$ cat config.mk
export PLATFORM = sky130hd
export DESIGN_NAME = scl_line_cfg
export DESIGN_NICKNAME = d
export VERILOG_FILES = /design/src/rtl/scl_pkg.sv /design/src/rtl/scl_line_cfg.sv
export SDC_FILE = /design/constraint.sdc
export NUM_CORES = 1
export LEC_CHECK = 0
export BUFFER_PORTS_ARGS = -buffer_cell sky130_fd_sc_hd__buf_2
export CORE_UTILIZATION = 58
export DETAILED_ROUTE_END_ITERATION = 10
export PLACE_DENSITY = 0.8
export SYNTH_ARGS = -nofsm -noshare
export SYNTH_HDL_FRONTEND = slang
export SYNTH_SLANG_ARGS = --single-unit
$ cat constraint.sdc
create_clock -name ref_clk -period 2.9 [get_ports ref_clk]
set_input_delay 0.145 -clock ref_clk [delete_from_list [all_inputs] [get_ports ref_clk]]
set_output_delay 0.145 -clock ref_clk [all_outputs]
set_load 0.01 [all_outputs]
$ cat src/rtl/scl_pkg.sv
package scl_pkg;
  // register offsets and values after reset
  localparam logic [7:0] CFG_MODE_OFS  = 8'h2C;
  localparam logic [7:0] CFG_LINE_OFS  = 8'h2D;
  localparam logic [7:0] STATUS_OFS    = 8'h30;
  localparam logic [7:0] CFG_MODE_RST  = 8'h00;
  localparam logic [7:0] CFG_LINE_RST  = 8'h00;
  localparam logic [7:0] CFG_MODE_MASK = 8'hDF;
  // mode register fields
  localparam int MCE_POS = 6;
  localparam int PC_POS  = 2;
  localparam int SM_POS  = 0;
  // line register fields
  localparam int SHARED_POS = 7;
  localparam int GO_ACT_POS = 6;
  localparam int GO_LP_POS  = 5;
  localparam int DRIVER_POS = 4;
  localparam int FILL_POS   = 3;
  localparam int CLKM_POS   = 0;
  // port configuration codes
  localparam logic [2:0] PC_NRZ   = 3'h0;
  localparam logic [2:0] PC_BUS1  = 3'h1;
  localparam logic [2:0] PC_NRZI  = 3'h2;
  localparam logic [2:0] PC_BUS2  = 3'h3;
  localparam logic [2:0] PC_FM0   = 3'h4;
  localparam logic [2:0] PC_FM1   = 3'h5;
  localparam logic [2:0] PC_MANCH = 3'h6;
  // serial mode codes
  localparam logic [1:0] SM_HDLC   = 2'h0;
  localparam logic [1:0] SM_LOOP   = 2'h1;
  localparam logic [1:0] SM_BISYNC = 2'h2;
  localparam logic [1:0] SM_ASYNC  = 2'h3;
  // line patterns and run lengths
  localparam logic [7:0] FLAG_PATTERN    = 8'h7E;
  localparam logic [7:0] RELEASE_PATTERN = 8'h7F;
  localparam logic [2:0] STUFF_ONES      = 3'h5;
  localparam logic [2:0] INSERT_ZEROS    = 3'h7;
  localparam logic [2:0] LAST_BIT        = 3'h7;
  localparam int         TIMER_DIV_DEF   = 16;
  // synchroniser lanes
  localparam int SYN_RXCLK = 0;
  localparam int SYN_TXCLK = 1;
  localparam int SYN_RXD   = 2;
  localparam int SYN_TXD   = 3;
  localparam int SYN_XTAL  = 4;
  localparam int SYN_W     = 5;
  typedef enum logic [1:0] {
    TX_IDLE, TX_OPEN, TX_DATA, TX_CLOSE
  } scl_tx_state_type;
  typedef enum logic [1:0] {
    LOOP_OFF, LOOP_ON, LOOP_SEND
  } scl_loop_state_type;
endpackage

$ cat src/rtl/scl_line_cfg.sv
`timescale 1ns/10ps
`default_nettype none
module scl_line_cfg
  import scl_pkg::*;
#(
  parameter int TIMER_DIV = TIMER_DIV_DEF
) (
  input  wire logic       ref_clk,           // core clock
  input  wire logic       rst,               // sync reset
  input  wire logic [7:0] reg_addr,          // register address
  input  wire logic [7:0] reg_wdata,         // write data
  input  wire logic       reg_wr,            // write strobe
  input  wire logic       reg_rd,            // read strobe
  output logic      [7:0] reg_rdata,         // read data
  input  wire logic       rx_clk,            // receive clock pin
  input  wire logic       tx_clk,            // transmit clock pin
  input  wire logic       crystal_input,     // crystal clock pin
  input  wire logic       pin_swap_control,  // swap data pins
  input  wire logic       rxd_in,            // receive pin in
  output logic            rxd_out,           // receive pin out
  output logic            rxd_oe,            // receive pin enable
  input  wire logic       txd_in,            // transmit pin in
  output logic            txd_out,           // transmit pin out
  output logic            txd_oe,            // transmit pin enable
  input  wire logic [7:0] tx_data,           // fifo head byte
  input  wire logic       tx_valid,          // fifo not empty
  input  wire logic       tx_last,           // head ends frame
  output logic            tx_ready,          // byte taken pulse
  output logic            rx_bit,            // received bit
  output logic            rx_bit_valid,      // received bit pulse
  output logic            master_clock_select, // crystal clocks core
  output logic      [2:0] clock_mode_field,  // clock mode 0..7
  output logic            timer_tick         // timer period pulse
);

  initial begin
    if (TIMER_DIV < 2 || TIMER_DIV > 255) begin
      $error("TIMER_DIV out of range");
    end
  end

  localparam logic [7:0] TDIV_LAST = 8'(TIMER_DIV - 1);

  function automatic logic [2:0] sat_inc(input logic [2:0] v);
    sat_inc = (v == 3'h7) ? v : v + 3'h1;
  endfunction

  function automatic logic is_bus(input logic [2:0] pc);
    is_bus = (pc == PC_BUS1) || (pc == PC_BUS2);
  endfunction

  // bus configurations and the unused code fall back to NRZ
  function automatic logic [2:0] eff_code(input logic [2:0] pc);
    if (is_bus(pc) || pc == 3'h7) begin
      eff_code = PC_NRZ;
    end else begin
      eff_code = pc;
    end
  endfunction

  // pin synchronisers; stage s1 feeds s2 only
  logic [SYN_W-1:0] pin_raw;
  logic [SYN_W-1:0] s1;
  logic [SYN_W-1:0] s2;
  logic [SYN_W-1:0] s3;
  logic [SYN_W-1:0] rise;
  logic [SYN_W-1:0] fall;

  assign pin_raw = {crystal_input, txd_in, rxd_in, tx_clk, rx_clk};
  assign rise = s2 & ~s3;
  assign fall = ~s2 & s3;

  always_ff @(posedge ref_clk) begin
    if (rst) begin
      s1 <= '0;
      s2 <= '0;
      s3 <= '0;
    end else begin
      s1 <= pin_raw;
      s2 <= s1;
      s3 <= s2;
    end
  end

  // configuration registers
  logic [7:0] mode_q;
  logic [7:0] line_q;
  logic [7:0] next_mode;
  logic [7:0] next_line;
  logic [7:0] next_rdata;
  logic [7:0] status_word;

  logic [2:0] pc;
  logic [1:0] sm;
  logic       bus_cfg;
  logic       loop_mode;
  logic       fill_bit;
  logic       go_act;
  logic       go_loop;
  logic       drv_pp;
  logic       stuff_en;
  logic       oin_en;
  logic       idle_flags;
  logic [2:0] code;

  assign pc        = mode_q[PC_POS +: 3];
  assign sm        = mode_q[SM_POS +: 2];
  assign bus_cfg   = is_bus(pc);
  assign code      = eff_code(pc);
  assign loop_mode = (sm == SM_LOOP);
  assign fill_bit  = line_q[FILL_POS];
  assign go_act    = line_q[GO_ACT_POS];
  assign go_loop   = line_q[GO_LP_POS];
  assign drv_pp    = line_q[DRIVER_POS];
  assign stuff_en  = (sm == SM_HDLC) || loop_mode;
  assign oin_en    = bus_cfg & fill_bit;

  always_comb begin
    next_mode  = mode_q;
    next_line  = line_q;
    next_rdata = 8'h00;
    if (reg_wr) begin
      if (reg_addr == CFG_MODE_OFS) begin
        next_mode = reg_wdata & CFG_MODE_MASK;
      end else if (reg_addr == CFG_LINE_OFS) begin
        next_line = reg_wdata;
      end
    end
    if (reg_rd) begin
      if (reg_addr == CFG_MODE_OFS) begin
        next_rdata = mode_q;
      end else if (reg_addr == CFG_LINE_OFS) begin
        next_rdata = line_q;
      end else if (reg_addr == STATUS_OFS) begin
        next_rdata = status_word;
      end
    end
  end

  always_ff @(posedge ref_clk) begin
    if (rst) begin
      mode_q    <= CFG_MODE_RST;
      line_q    <= CFG_LINE_RST;
      reg_rdata <= 8'h00;
    end else begin
      mode_q    <= next_mode;
      line_q    <= next_line;
      reg_rdata <= next_rdata;
    end
  end

  assign master_clock_select = mode_q[MCE_POS];
  assign clock_mode_field    = line_q[CLKM_POS +: 3];

  // loop state and receive history
  scl_loop_state_type loop_q;
  scl_loop_state_type next_loop;
  logic [7:0] hist;
  logic [7:0] next_hist;
  logic       dly;
  logic       next_dly;
  logic       rx_src;
  logic       swap_act;
  logic       eop;
  logic       send_enter;

  scl_tx_state_type tx_st;
  logic [2:0] bitcnt;

  assign swap_act = pin_swap_control & ~bus_cfg;
  assign rx_src   = swap_act ? s2[SYN_TXD] : s2[SYN_RXD];
  assign eop      = ({hist[6:0], rx_src} == RELEASE_PATTERN);
  assign send_enter = (loop_q == LOOP_ON) && (next_loop == LOOP_SEND);
  // in sending state the gaps carry flags whatever the fill bit says
  assign idle_flags = (loop_q == LOOP_SEND) |
                      (~bus_cfg & fill_bit);

  always_comb begin
    next_loop = loop_q;
    next_hist = hist;
    next_dly  = dly;
    if (!loop_mode) begin
      next_loop = LOOP_OFF;
    end else if (rise[SYN_RXCLK]) begin
      next_hist = {hist[6:0], rx_src};
      next_dly  = rx_src;
      case (loop_q)
        LOOP_OFF: begin
          if (eop && go_loop) begin
            next_loop = LOOP_ON;
          end
        end
        LOOP_ON: begin
          if (eop && !go_loop) begin
            next_loop = LOOP_OFF;
          end else if (eop && go_act) begin
            next_loop = LOOP_SEND;
          end
        end
        default: begin
        end
      endcase
    end
    if (loop_mode && loop_q == LOOP_SEND && !go_act &&
        tx_st == TX_IDLE && bitcnt == 3'h0 && !tx_valid) begin
      next_loop = LOOP_ON;
    end
  end

  always_ff @(posedge ref_clk) begin
    if (rst) begin
      loop_q <= LOOP_OFF;
      hist   <= 8'h00;
      dly    <= 1'b1;
    end else begin
      loop_q <= next_loop;
      hist   <= next_hist;
      dly    <= next_dly;
    end
  end

  // transmitter
  scl_tx_state_type next_tx_st;
  logic [2:0] next_bitcnt;
  logic [7:0] shreg;
  logic [7:0] next_shreg;
  logic [2:0] ones;
  logic [2:0] next_ones;
  logic [2:0] zeros;
  logic [2:0] next_zeros;
  logic       last_q;
  logic       next_last;
  logic       done_q;
  logic       next_done;
  logic       cur_bit;
  logic       next_cur_bit;
  logic       next_ready;
  logic       tx_go;

  assign tx_go = tx_valid & (~loop_mode | (loop_q == LOOP_SEND));

  always_comb begin
    logic bit_o;
    logic ld;
    bit_o        = 1'b1;
    ld           = 1'b0;
    next_tx_st   = tx_st;
    next_bitcnt  = bitcnt;
    next_shreg   = shreg;
    next_ones    = ones;
    next_zeros   = zeros;
    next_last    = last_q;
    next_done    = done_q;
    next_cur_bit = cur_bit;
    next_ready   = 1'b0;
    if (rise[SYN_TXCLK]) begin
      case (tx_st)
        TX_IDLE: begin
          if (idle_flags) begin
            bit_o       = FLAG_PATTERN[bitcnt];
            next_bitcnt = bitcnt + 3'h1;
            // an idle flag doubles as the opening flag
            if (bitcnt == LAST_BIT && tx_go) begin
              ld = 1'b1;
            end
          end else begin
            next_bitcnt = 3'h0;
            if (tx_go) begin
              next_tx_st = TX_OPEN;
            end
          end
        end
        TX_OPEN: begin
          bit_o       = FLAG_PATTERN[bitcnt];
          next_bitcnt = bitcnt + 3'h1;
          if (bitcnt == LAST_BIT) begin
            if (tx_valid) begin
              ld = 1'b1;
            end else begin
              next_tx_st = TX_IDLE;
            end
          end
        end
        TX_DATA: begin
          if (stuff_en && ones == STUFF_ONES) begin
            bit_o = 1'b0;
          end else if (oin_en && zeros == INSERT_ZEROS) begin
            bit_o = 1'b1;
          end else begin
            bit_o       = shreg[0];
            next_shreg  = {1'b1, shreg[7:1]};
            next_bitcnt = bitcnt + 3'h1;
            next_done   = (bitcnt == LAST_BIT);
          end
          next_ones  = bit_o ? sat_inc(ones) : 3'h0;
          next_zeros = bit_o ? 3'h0 : sat_inc(zeros);
          // a run ended by the last data bit still owes its extra bit
          if (next_done && !(stuff_en && next_ones == STUFF_ONES) &&
              !(oin_en && next_zeros == INSERT_ZEROS)) begin
            next_done = 1'b0;
            // underrun closes the frame rather than stalling
            if (last_q || !tx_valid) begin
              next_tx_st = TX_CLOSE;
            end else begin
              ld = 1'b1;
            end
          end
        end
        default: begin
          bit_o       = FLAG_PATTERN[bitcnt];
          next_bitcnt = bitcnt + 3'h1;
          if (bitcnt == LAST_BIT) begin
            if (tx_go && line_q[SHARED_POS]) begin
              ld = 1'b1;
            end else if (tx_go) begin
              next_tx_st = TX_OPEN;
            end else begin
              next_tx_st = TX_IDLE;
            end
          end
        end
      endcase
      next_cur_bit = bit_o;
    end
    if (ld) begin
      next_tx_st  = TX_DATA;
      next_shreg  = tx_data;
      next_last   = tx_last;
      next_bitcnt = 3'h0;
      next_ones   = 3'h0;
      next_zeros  = 3'h0;
      next_done   = 1'b0;
      next_ready  = 1'b1;
    end
    // the flag that starts sending ends the release pattern
    if (send_enter) begin
      next_tx_st  = TX_IDLE;
      next_done   = 1'b0;
      next_bitcnt = 3'h0;
    end
  end

  always_ff @(posedge ref_clk) begin
    if (rst) begin
      tx_st    <= TX_IDLE;
      bitcnt   <= 3'h0;
      shreg    <= 8'hFF;
      ones     <= 3'h0;
      zeros    <= 3'h0;
      last_q   <= 1'b0;
      done_q   <= 1'b0;
      cur_bit  <= 1'b1;
      tx_ready <= 1'b0;
    end else begin
      tx_st    <= next_tx_st;
      bitcnt   <= next_bitcnt;
      shreg    <= next_shreg;
      ones     <= next_ones;
      zeros    <= next_zeros;
      last_q   <= next_last;
      done_q   <= next_done;
      cur_bit  <= next_cur_bit;
      tx_ready <= next_ready;
    end
  end

  // line coder: bit start on rising, mid-cell on falling edge
  logic lvl;
  logic next_lvl;

  always_comb begin
    next_lvl = lvl;
    if (rise[SYN_TXCLK]) begin
      case (code)
        PC_NRZI:  next_lvl = next_cur_bit ? lvl : ~lvl;
        PC_FM0:   next_lvl = ~lvl;
        PC_FM1:   next_lvl = ~lvl;
        PC_MANCH: next_lvl = next_cur_bit;
        default:  next_lvl = next_cur_bit;
      endcase
    end else if (fall[SYN_TXCLK]) begin
      case (code)
        PC_FM0:   next_lvl = cur_bit ? lvl : ~lvl;
        PC_FM1:   next_lvl = cur_bit ? ~lvl : lvl;
        PC_MANCH: next_lvl = ~cur_bit;
        default:  next_lvl = lvl;
      endcase
    end
  end

  always_ff @(posedge ref_clk) begin
    if (rst) begin
      lvl <= 1'b1;
    end else begin
      lvl <= next_lvl;
    end
  end

  // pin drivers
  logic line_out;
  logic pin_o;
  logic pin_e;

  always_comb begin
    line_out = lvl;
    if (loop_mode) begin
      case (loop_q)
        LOOP_OFF:  line_out = rx_src;
        LOOP_ON:   line_out = dly;
        default:   line_out = lvl;
      endcase
    end
    // open drain only ever pulls low
    pin_o = drv_pp ? line_out : 1'b0;
    pin_e = drv_pp ? 1'b1 : ~line_out;
  end

  always_ff @(posedge ref_clk) begin
    if (rst) begin
      txd_out <= 1'b0;
      txd_oe  <= 1'b0;
      rxd_out <= 1'b0;
      rxd_oe  <= 1'b0;
    end else begin
      txd_out <= swap_act ? 1'b0 : pin_o;
      txd_oe  <= swap_act ? 1'b0 : pin_e;
      rxd_out <= swap_act ? pin_o : 1'b0;
      rxd_oe  <= swap_act ? pin_e : 1'b0;
    end
  end

  // receiver one deletion
  logic [2:0] rz;
  logic [2:0] next_rz;
  logic       next_rx_bit;
  logic       next_rx_valid;

  always_comb begin
    next_rz       = rz;
    next_rx_bit   = rx_bit;
    next_rx_valid = 1'b0;
    if (rise[SYN_RXCLK]) begin
      if (oin_en && rz == INSERT_ZEROS) begin
        next_rz = 3'h0;
      end else begin
        next_rx_bit   = rx_src;
        next_rx_valid = 1'b1;
        next_rz       = rx_src ? 3'h0 : sat_inc(rz);
      end
    end
  end

  always_ff @(posedge ref_clk) begin
    if (rst) begin
      rz           <= 3'h0;
      rx_bit       <= 1'b1;
      rx_bit_valid <= 1'b0;
    end else begin
      rz           <= next_rz;
      rx_bit       <= next_rx_bit;
      rx_bit_valid <= next_rx_valid;
    end
  end

  // timer; crystal edges when the master clock is chosen
  logic [7:0] tcnt;
  logic [7:0] next_tcnt;
  logic       next_tick;
  logic       tsrc;

  assign tsrc = mode_q[MCE_POS] ? rise[SYN_XTAL]
                                : rise[SYN_TXCLK];

  always_comb begin
    next_tcnt = tcnt;
    next_tick = 1'b0;
    if (tsrc) begin
      if (tcnt == TDIV_LAST) begin
        next_tcnt = 8'h00;
        next_tick = 1'b1;
      end else begin
        next_tcnt = tcnt + 8'h01;
      end
    end
  end

  always_ff @(posedge ref_clk) begin
    if (rst) begin
      tcnt       <= 8'h00;
      timer_tick <= 1'b0;
    end else begin
      tcnt       <= next_tcnt;
      timer_tick <= next_tick;
    end
  end

  assign status_word = {2'h0, code, (tx_st != TX_IDLE),
                        (loop_q == LOOP_SEND), (loop_q != LOOP_OFF)};

endmodule
`default_nettype wire

* Yosys cells after proc, flatten, opt, wreduce, memory -nomap -nowiden
Memory sizes are Yosys's and may differ from the RTL's. A register that Yosys moved wholly into a read port is not among the register bits.
Index checks and enable logic that the tools add are counted.
** Operators by class
- Bitwise gates (word level) :: 21
- Shift operators :: 0
- Multiplexer cells :: 81
- Magnitude comparators :: 1
- Reduce and logical (&&, ||, !) cells :: 60
- Add/sub/neg operators :: 5
- Multipliers :: 0
- Divide/modulo/power cells :: 0
- Equality and inequality tests :: 47
** Operators with widths (count)
- $mux W8 :: 8
- $mux W3 :: 13
- $mux W1 :: 35
- $eq A3 B3 Y1 const B :: 11
- $mux W2 :: 16
- $eq A8 B6 Y1 const B :: 3
- $ne A3 B3 Y1 const B :: 7
- $logic_and A1 B1 Y1 :: 18
- $reduce_and A9 Y1 :: 2
- $ne A2 B2 Y1 const B :: 8
- $reduce_or A2 Y1 :: 8
- $add A3 B1 Y3 const B :: 4
- $not A1 Y1 :: 11
- $reduce_and A2 Y1 :: 5
- $reduce_bool A2 Y1 :: 5
- $ne A3 B2 Y1 const B :: 3
- $add A8 B1 Y8 const B :: 1
- $eq A8 B4 Y1 const B :: 1
- $eq A8 B7 Y1 const B :: 1
- $reduce_bool A4 Y1 :: 2
- $eq A2 B1 Y1 const B :: 3
- $eq A2 B2 Y1 const B :: 3
- $eq A3 B2 Y1 const B :: 2
- $logic_not A2 Y1 :: 3
- 25 further kinds :: 42
** Word-level totals
- Input port bits :: 36
- Bits in writable memories :: 0
- ROM bits :: 8
- Bits in latches :: 0
- Output and inout bits :: 20
- Logic and storage cells :: 246
- Memories :: 1
- Flip-flop bits (word level) :: 90
** Memories
- (no name shown) :: depth 8, width 1, rd ports 1, clocked after Yosys merged registers in 1, write ports 0, RTL line scl_line_cfg.sv:310 : bit_o = FLAG_PATTERN[bitcnt];

* Longest topological paths before layout
- Word-level depth :: 19
- Depth in mapped cells :: 9
- Mapped depth without buffers :: 8

* Worst setup path after synthesis
No wires, ideal clock.
- Path type :: flip-flop to flip-flop
- From :: reg tx_st[0]
- To :: reg tx_st[0]
- Required time :: 2.843 ns
- Stages on the path, launching flop included :: 8
- Arrival time :: 2.154 ns
- Slack :: 0.689 ns
- Setup time :: 0.057 ns
- Path through :: dfxtp_1 -> inv_1 -> ha_1 -> or2_2 -> o31ai_1 -> o32ai_4 -> a211o_1 -> o21ba_2
** Between the ends
- Longest elaborated chain between the ends :: 8
- Elaborated cells on any way between the ends :: 22
** RTL lines
- from (decl) :: RTL line scl_line_cfg.sv:167 : scl_tx_state_type tx_st;
- from (signal assigned) :: RTL line scl_line_cfg.sv:355 : tx_st <= next_tx_st;
- $logic_not A2 Y1 :: RTL line scl_line_cfg.sv:205, scl_line_cfg.sv:257
- $logic_and A1 B1 Y1 :: RTL line scl_line_cfg.sv:204 : if (loop_mode && loop_q == LOOP_SEND && !go_act &&
- $logic_and A1 B1 Y1 (2 in series) :: RTL line scl_line_cfg.sv:205 : tx_st == TX_IDLE && bitcnt == 3'h0 && !tx_valid) begin
- $mux W2 :: RTL line scl_line_cfg.sv:204
- $eq A2 B2 Y1 :: RTL line scl_line_cfg.sv:173 : assign send_enter = (loop_q == LOOP_ON) && (next_loop == LOOP_SEND);
- $logic_and A1 B1 Y1 :: RTL line scl_line_cfg.sv:173
- $reduce_or A3 Y1 (no line)
Parallel ways exist; a longest one is shown, timed or not.
A chain may end at the register's enable or synchronous reset.

* Final worst setup path
- From :: reg mode_q[4]
- To :: reg last_q
** Between the ends
- Longest elaborated chain between the ends :: 17
- Elaborated cells on any way between the ends :: 30
** RTL lines
- from (decl) :: RTL line scl_line_cfg.sv:86 : logic [7:0] mode_q;
- from (signal assigned) :: RTL line scl_line_cfg.sv:146 : mode_q <= next_mode;
- $eq A3 B1 Y1 or $eq A3 B2 Y1 (tied branches) :: RTL line scl_line_cfg.sv:49 : is_bus = (pc == PC_BUS1) || (pc == PC_BUS2);
- $logic_or A1 B1 Y1 * :: RTL line scl_line_cfg.sv:49
- $and A1 B1 Y1 :: RTL line scl_line_cfg.sv:116 : assign oin_en = bus_cfg & fill_bit;
- $logic_and A1 B1 Y1 :: RTL line scl_line_cfg.sv:287 : end else if (oin_en && zeros == INSERT_ZEROS) begin
- $mux W1 :: RTL line scl_line_cfg.sv:287
- $mux W1 :: RTL line scl_line_cfg.sv:285 : if (stuff_en && ones == STUFF_ONES) begin
- $mux W1 :: RTL line scl_line_cfg.sv:257 : case (tx_st)
- $mux W1 :: RTL line scl_line_cfg.sv:256 : if (rise[SYN_TXCLK]) begin
- $mux W3 :: RTL line scl_line_cfg.sv:295 : next_ones = bit_o ? sat_inc(ones) : 3'h0;
- $eq A3 B3 Y1 :: RTL line scl_line_cfg.sv:298 : if (next_done && !(stuff_en && next_ones == STUFF_ONES) &&
- $logic_and A1 B1 Y1 :: RTL line scl_line_cfg.sv:298
- $logic_not A1 Y1 :: RTL line scl_line_cfg.sv:298
- $logic_and A1 B1 Y1 (2 in series) :: RTL line scl_line_cfg.sv:298
- $mux W1 :: RTL line scl_line_cfg.sv:298
- $pmux W1 S3 * :: RTL line scl_line_cfg.sv:257
- $mux W1 * :: RTL line scl_line_cfg.sv:256
- to (signal assigned) :: RTL line scl_line_cfg.sv:360 : last_q <= next_last;
- to (decl) :: RTL line scl_line_cfg.sv:231 : logic last_q;
Every way passes the cells marked *; elsewhere a longest branch is shown, timed or not. The select of a mux whose other input is x is not followed.

==> flow_summary.toml <==
[run_status]
status = "completed"

[power_and_ir_drop]
ir_drop_mv = 0.482
power_leakage_nw = 1.86
fin_total_pwr_mw = 2.23
power_density_nw_per_um2 = 461

[yosys]
ys_seq_area_share_pct = 41.5
netlist_area_um2 = 4300
synthArstFlopShare_pct = 0
syn_inst = 496
synthFlopType = "dfxtp_1"
synth-edff-count = 0
ys_types = 64
syn-num-nets = 548
syn_area_per_cell_um2 = 8.67
synth_seq_cells = 89
synth-warning-count = 0

[sta]
rsz0062_at_grt = "no"
period_minus_slack_ns = 2.44
slew_headroom_pct = 64.5
fmax_ghz = 0.409
worst-slew-pin-transition_ns = 0.519
setup_viol = 0
post-route-period-util_pct = 84.3
layout_setup_ws_ns = 0.456
finalHoldViolCount = 0
fin_setup_tns_ns = 0
report.final.slew_viol_count = 0
finalClockSkew_ns = 0.00867

[worst_setup_path]
reg2reg_depth = 7
r2r_end = "last_q"
r2r_start = "mode_q[4]"
ff2ff_setup_slack_ns = 0.46
cp.required_ns = 3.13
worst_setup_path_start_kind = "flip-flop"
path_max_fanout = 17
critPathKind = "reg -> reg"
crit_path_end_kind = "flip-flop"
arrival_ns = 2.67

[global_routing]
grt_pass1_wl_um = 15400
grt_overflow = 0
grt_max_degree = 46
grt_util_all_layers_pct = 25.3
grt_pass1_vias = 3438
antenna_found_initial = 0

[route]
viasPerCell = 5.82
firstDrtPassIters = 5
wl_um = 9630
drt-initial-drc-count = 188
via_count = 3786
wire_per_inst_um = 14.8
drc = 0
ant_nets = 0

[floorplan]
die_area_um2 = 7760
rows = 31
start_util_pct = 59.6
fp.dieH_um = 88.1
dieWidth_um = 88.1
core_area_um2 = 7210
io_pins = 56

[place]
hpwlAfterDp_um = 7050
port_buffers = 55
dp_slack_ns = 0.496
place_area_um2 = 4630
dp.cells = 633
gp_congestion = 0.853

[clock_tree]
cts.sinks = 89
cts.reportedPaths.clkPinSlew_ns = 0.09
cts_root_buffer = "clkbuf_8"
cts.htree.levels = 3
cts_buffers = 9
holdBufCountCts = 2
cts-resized-gates = 0
cts.path.max_buffers = 2
clkLatencyLatePin_ns = 0.35
cts_setup_buffers = 0
cts_tree = "built"

[final_layout]
antennaDiodeCount = 0
fin_area_um2 = 4850
num-nets-final = 599
final_cell_count_no_fill = 651
layout_commonest_cell = "dfxtp_1"
drive_gt1_share_pct = 17.2
area_growth_pct = 12.9
mostFrequentLayoutCells = "dfxtp_1, buf_2, nand2_1"

[worst_hold_path]
worstHoldStart = "tx_clk"
hold_depth = 2
hold_class = "in -> reg"
min_to = "s1[1]"

[run]
cap_violations = 0
## worst max path at each step
stage,startpoint,to,slack [ns],cells after the start
4_1_cts,zeros[0],last_q,0.47,8
5_1_grt,mode_q[4],last_q,0.30,7
2_1_floorplan,tx_st[0],tx_st[0],0.69,7
3_3_place_gp,tx_st[1],shreg[7],0.57,8
6_report,mode_q[4],last_q,0.46,7
3_5_place_dp,zeros[0],last_q,0.50,8
## per-layer routing
metal,up-vias,global-route usage [%],wire [um]
met5,-,0,0
met4,0,9.82,172
met3,16,5.47,387
met2,92,42.8,4740
met1,1801,31.7,4340
li1,1877,-,-
## through the flow
| step | hold slack [ns] | utilization, % |
|---|---|---|
| detailed placement | 0.362 | 64.2 |
| floorplan | 0.273 | - |
| global placement | 0.356 | 64.2 |
| global route | 0.0221 | 67.3 |
| CTS | 0.00287 | 67.3 |
| finish | 0.00915 | 67.3 |
## critical path: stages (launching register included)
cell	delay (ns)
dfxtp_1	0.57
nand3b_2	0.29
o21ai_0	0.16
a32o_1	0.31
o32ai_4	0.40
buf_4	0.32
mux2i_1	0.22
nor2_1	0.05
## sequential cells by signal, summed over array words and instances (netlist names), 5 cells and up, named ones only
name and count:
line_q 8, reg_rdata 8, shreg 8, tcnt 8, hist 7, mode_q 7, s1 5, s2 5
## layout make-up
cell class | instances | area [um^2]
clock buffer | 12 | 145
clock inverter | 4 | 52.6
fill | 603 | 2360
inverter | 23 | 86.3
multi-input combinational | 360 | 2310
sequential | 89 | 1780
tap | 99 | 124
timing repair buffer | 64 | 348
## cell families (layout without fill, tap and decap cells)
logic type | count (synthesis) | after routing | synth area share (%)
adders and majority gates | 16 | 16 | 4.66
and+or+nand+nor | 209 | 209 | 25.0
muxes | 7 | 7 | 1.66
buffers and inverters | 47 | 103 | 4.80
AOI/OAI and AO/OA | 118 | 118 | 20.4
DFF | 89 | 89 | 41.5
xor gates and xnor gates | 10 | 10 | 2.04
## cells in the mapped netlist (all sizes together), types with 4 or more instances
cell type	instances	share of area, %
nand3	22	2.6
dfxtp	89	41
xnor2	6	1.2
nand4b	4	0.82
a31oi	4	0.58
a22oi	6	1.0
nand2b	11	1.6
and3	6	0.87
ha	16	4.7
o21ai	15	1.7
a21oi	38	4.4
o211ai	6	1.0
nor2b	21	3.1
clkbuf	16	1.4
o21a	4	0.70
a221oi	9	2.9
nor3	18	2.1
xor2	4	0.82
buf	8	1.4
mux2i	6	1.4
nand3b	5	0.96
inv	23	2.0
nor4	5	0.73
nor4b	4	0.82
nand2	54	4.8
nor2	41	3.6
nor3b	4	0.70
## power breakdown
part | switching, mW | internal, mW
Sequential | 0.00827 | 1.24
Combinational | 0.0892 | 0.0602
Clock | 0.417 | 0.425
Total | 0.514 | 1.72
No activity file was read; power rests on OpenSTA's default activity.
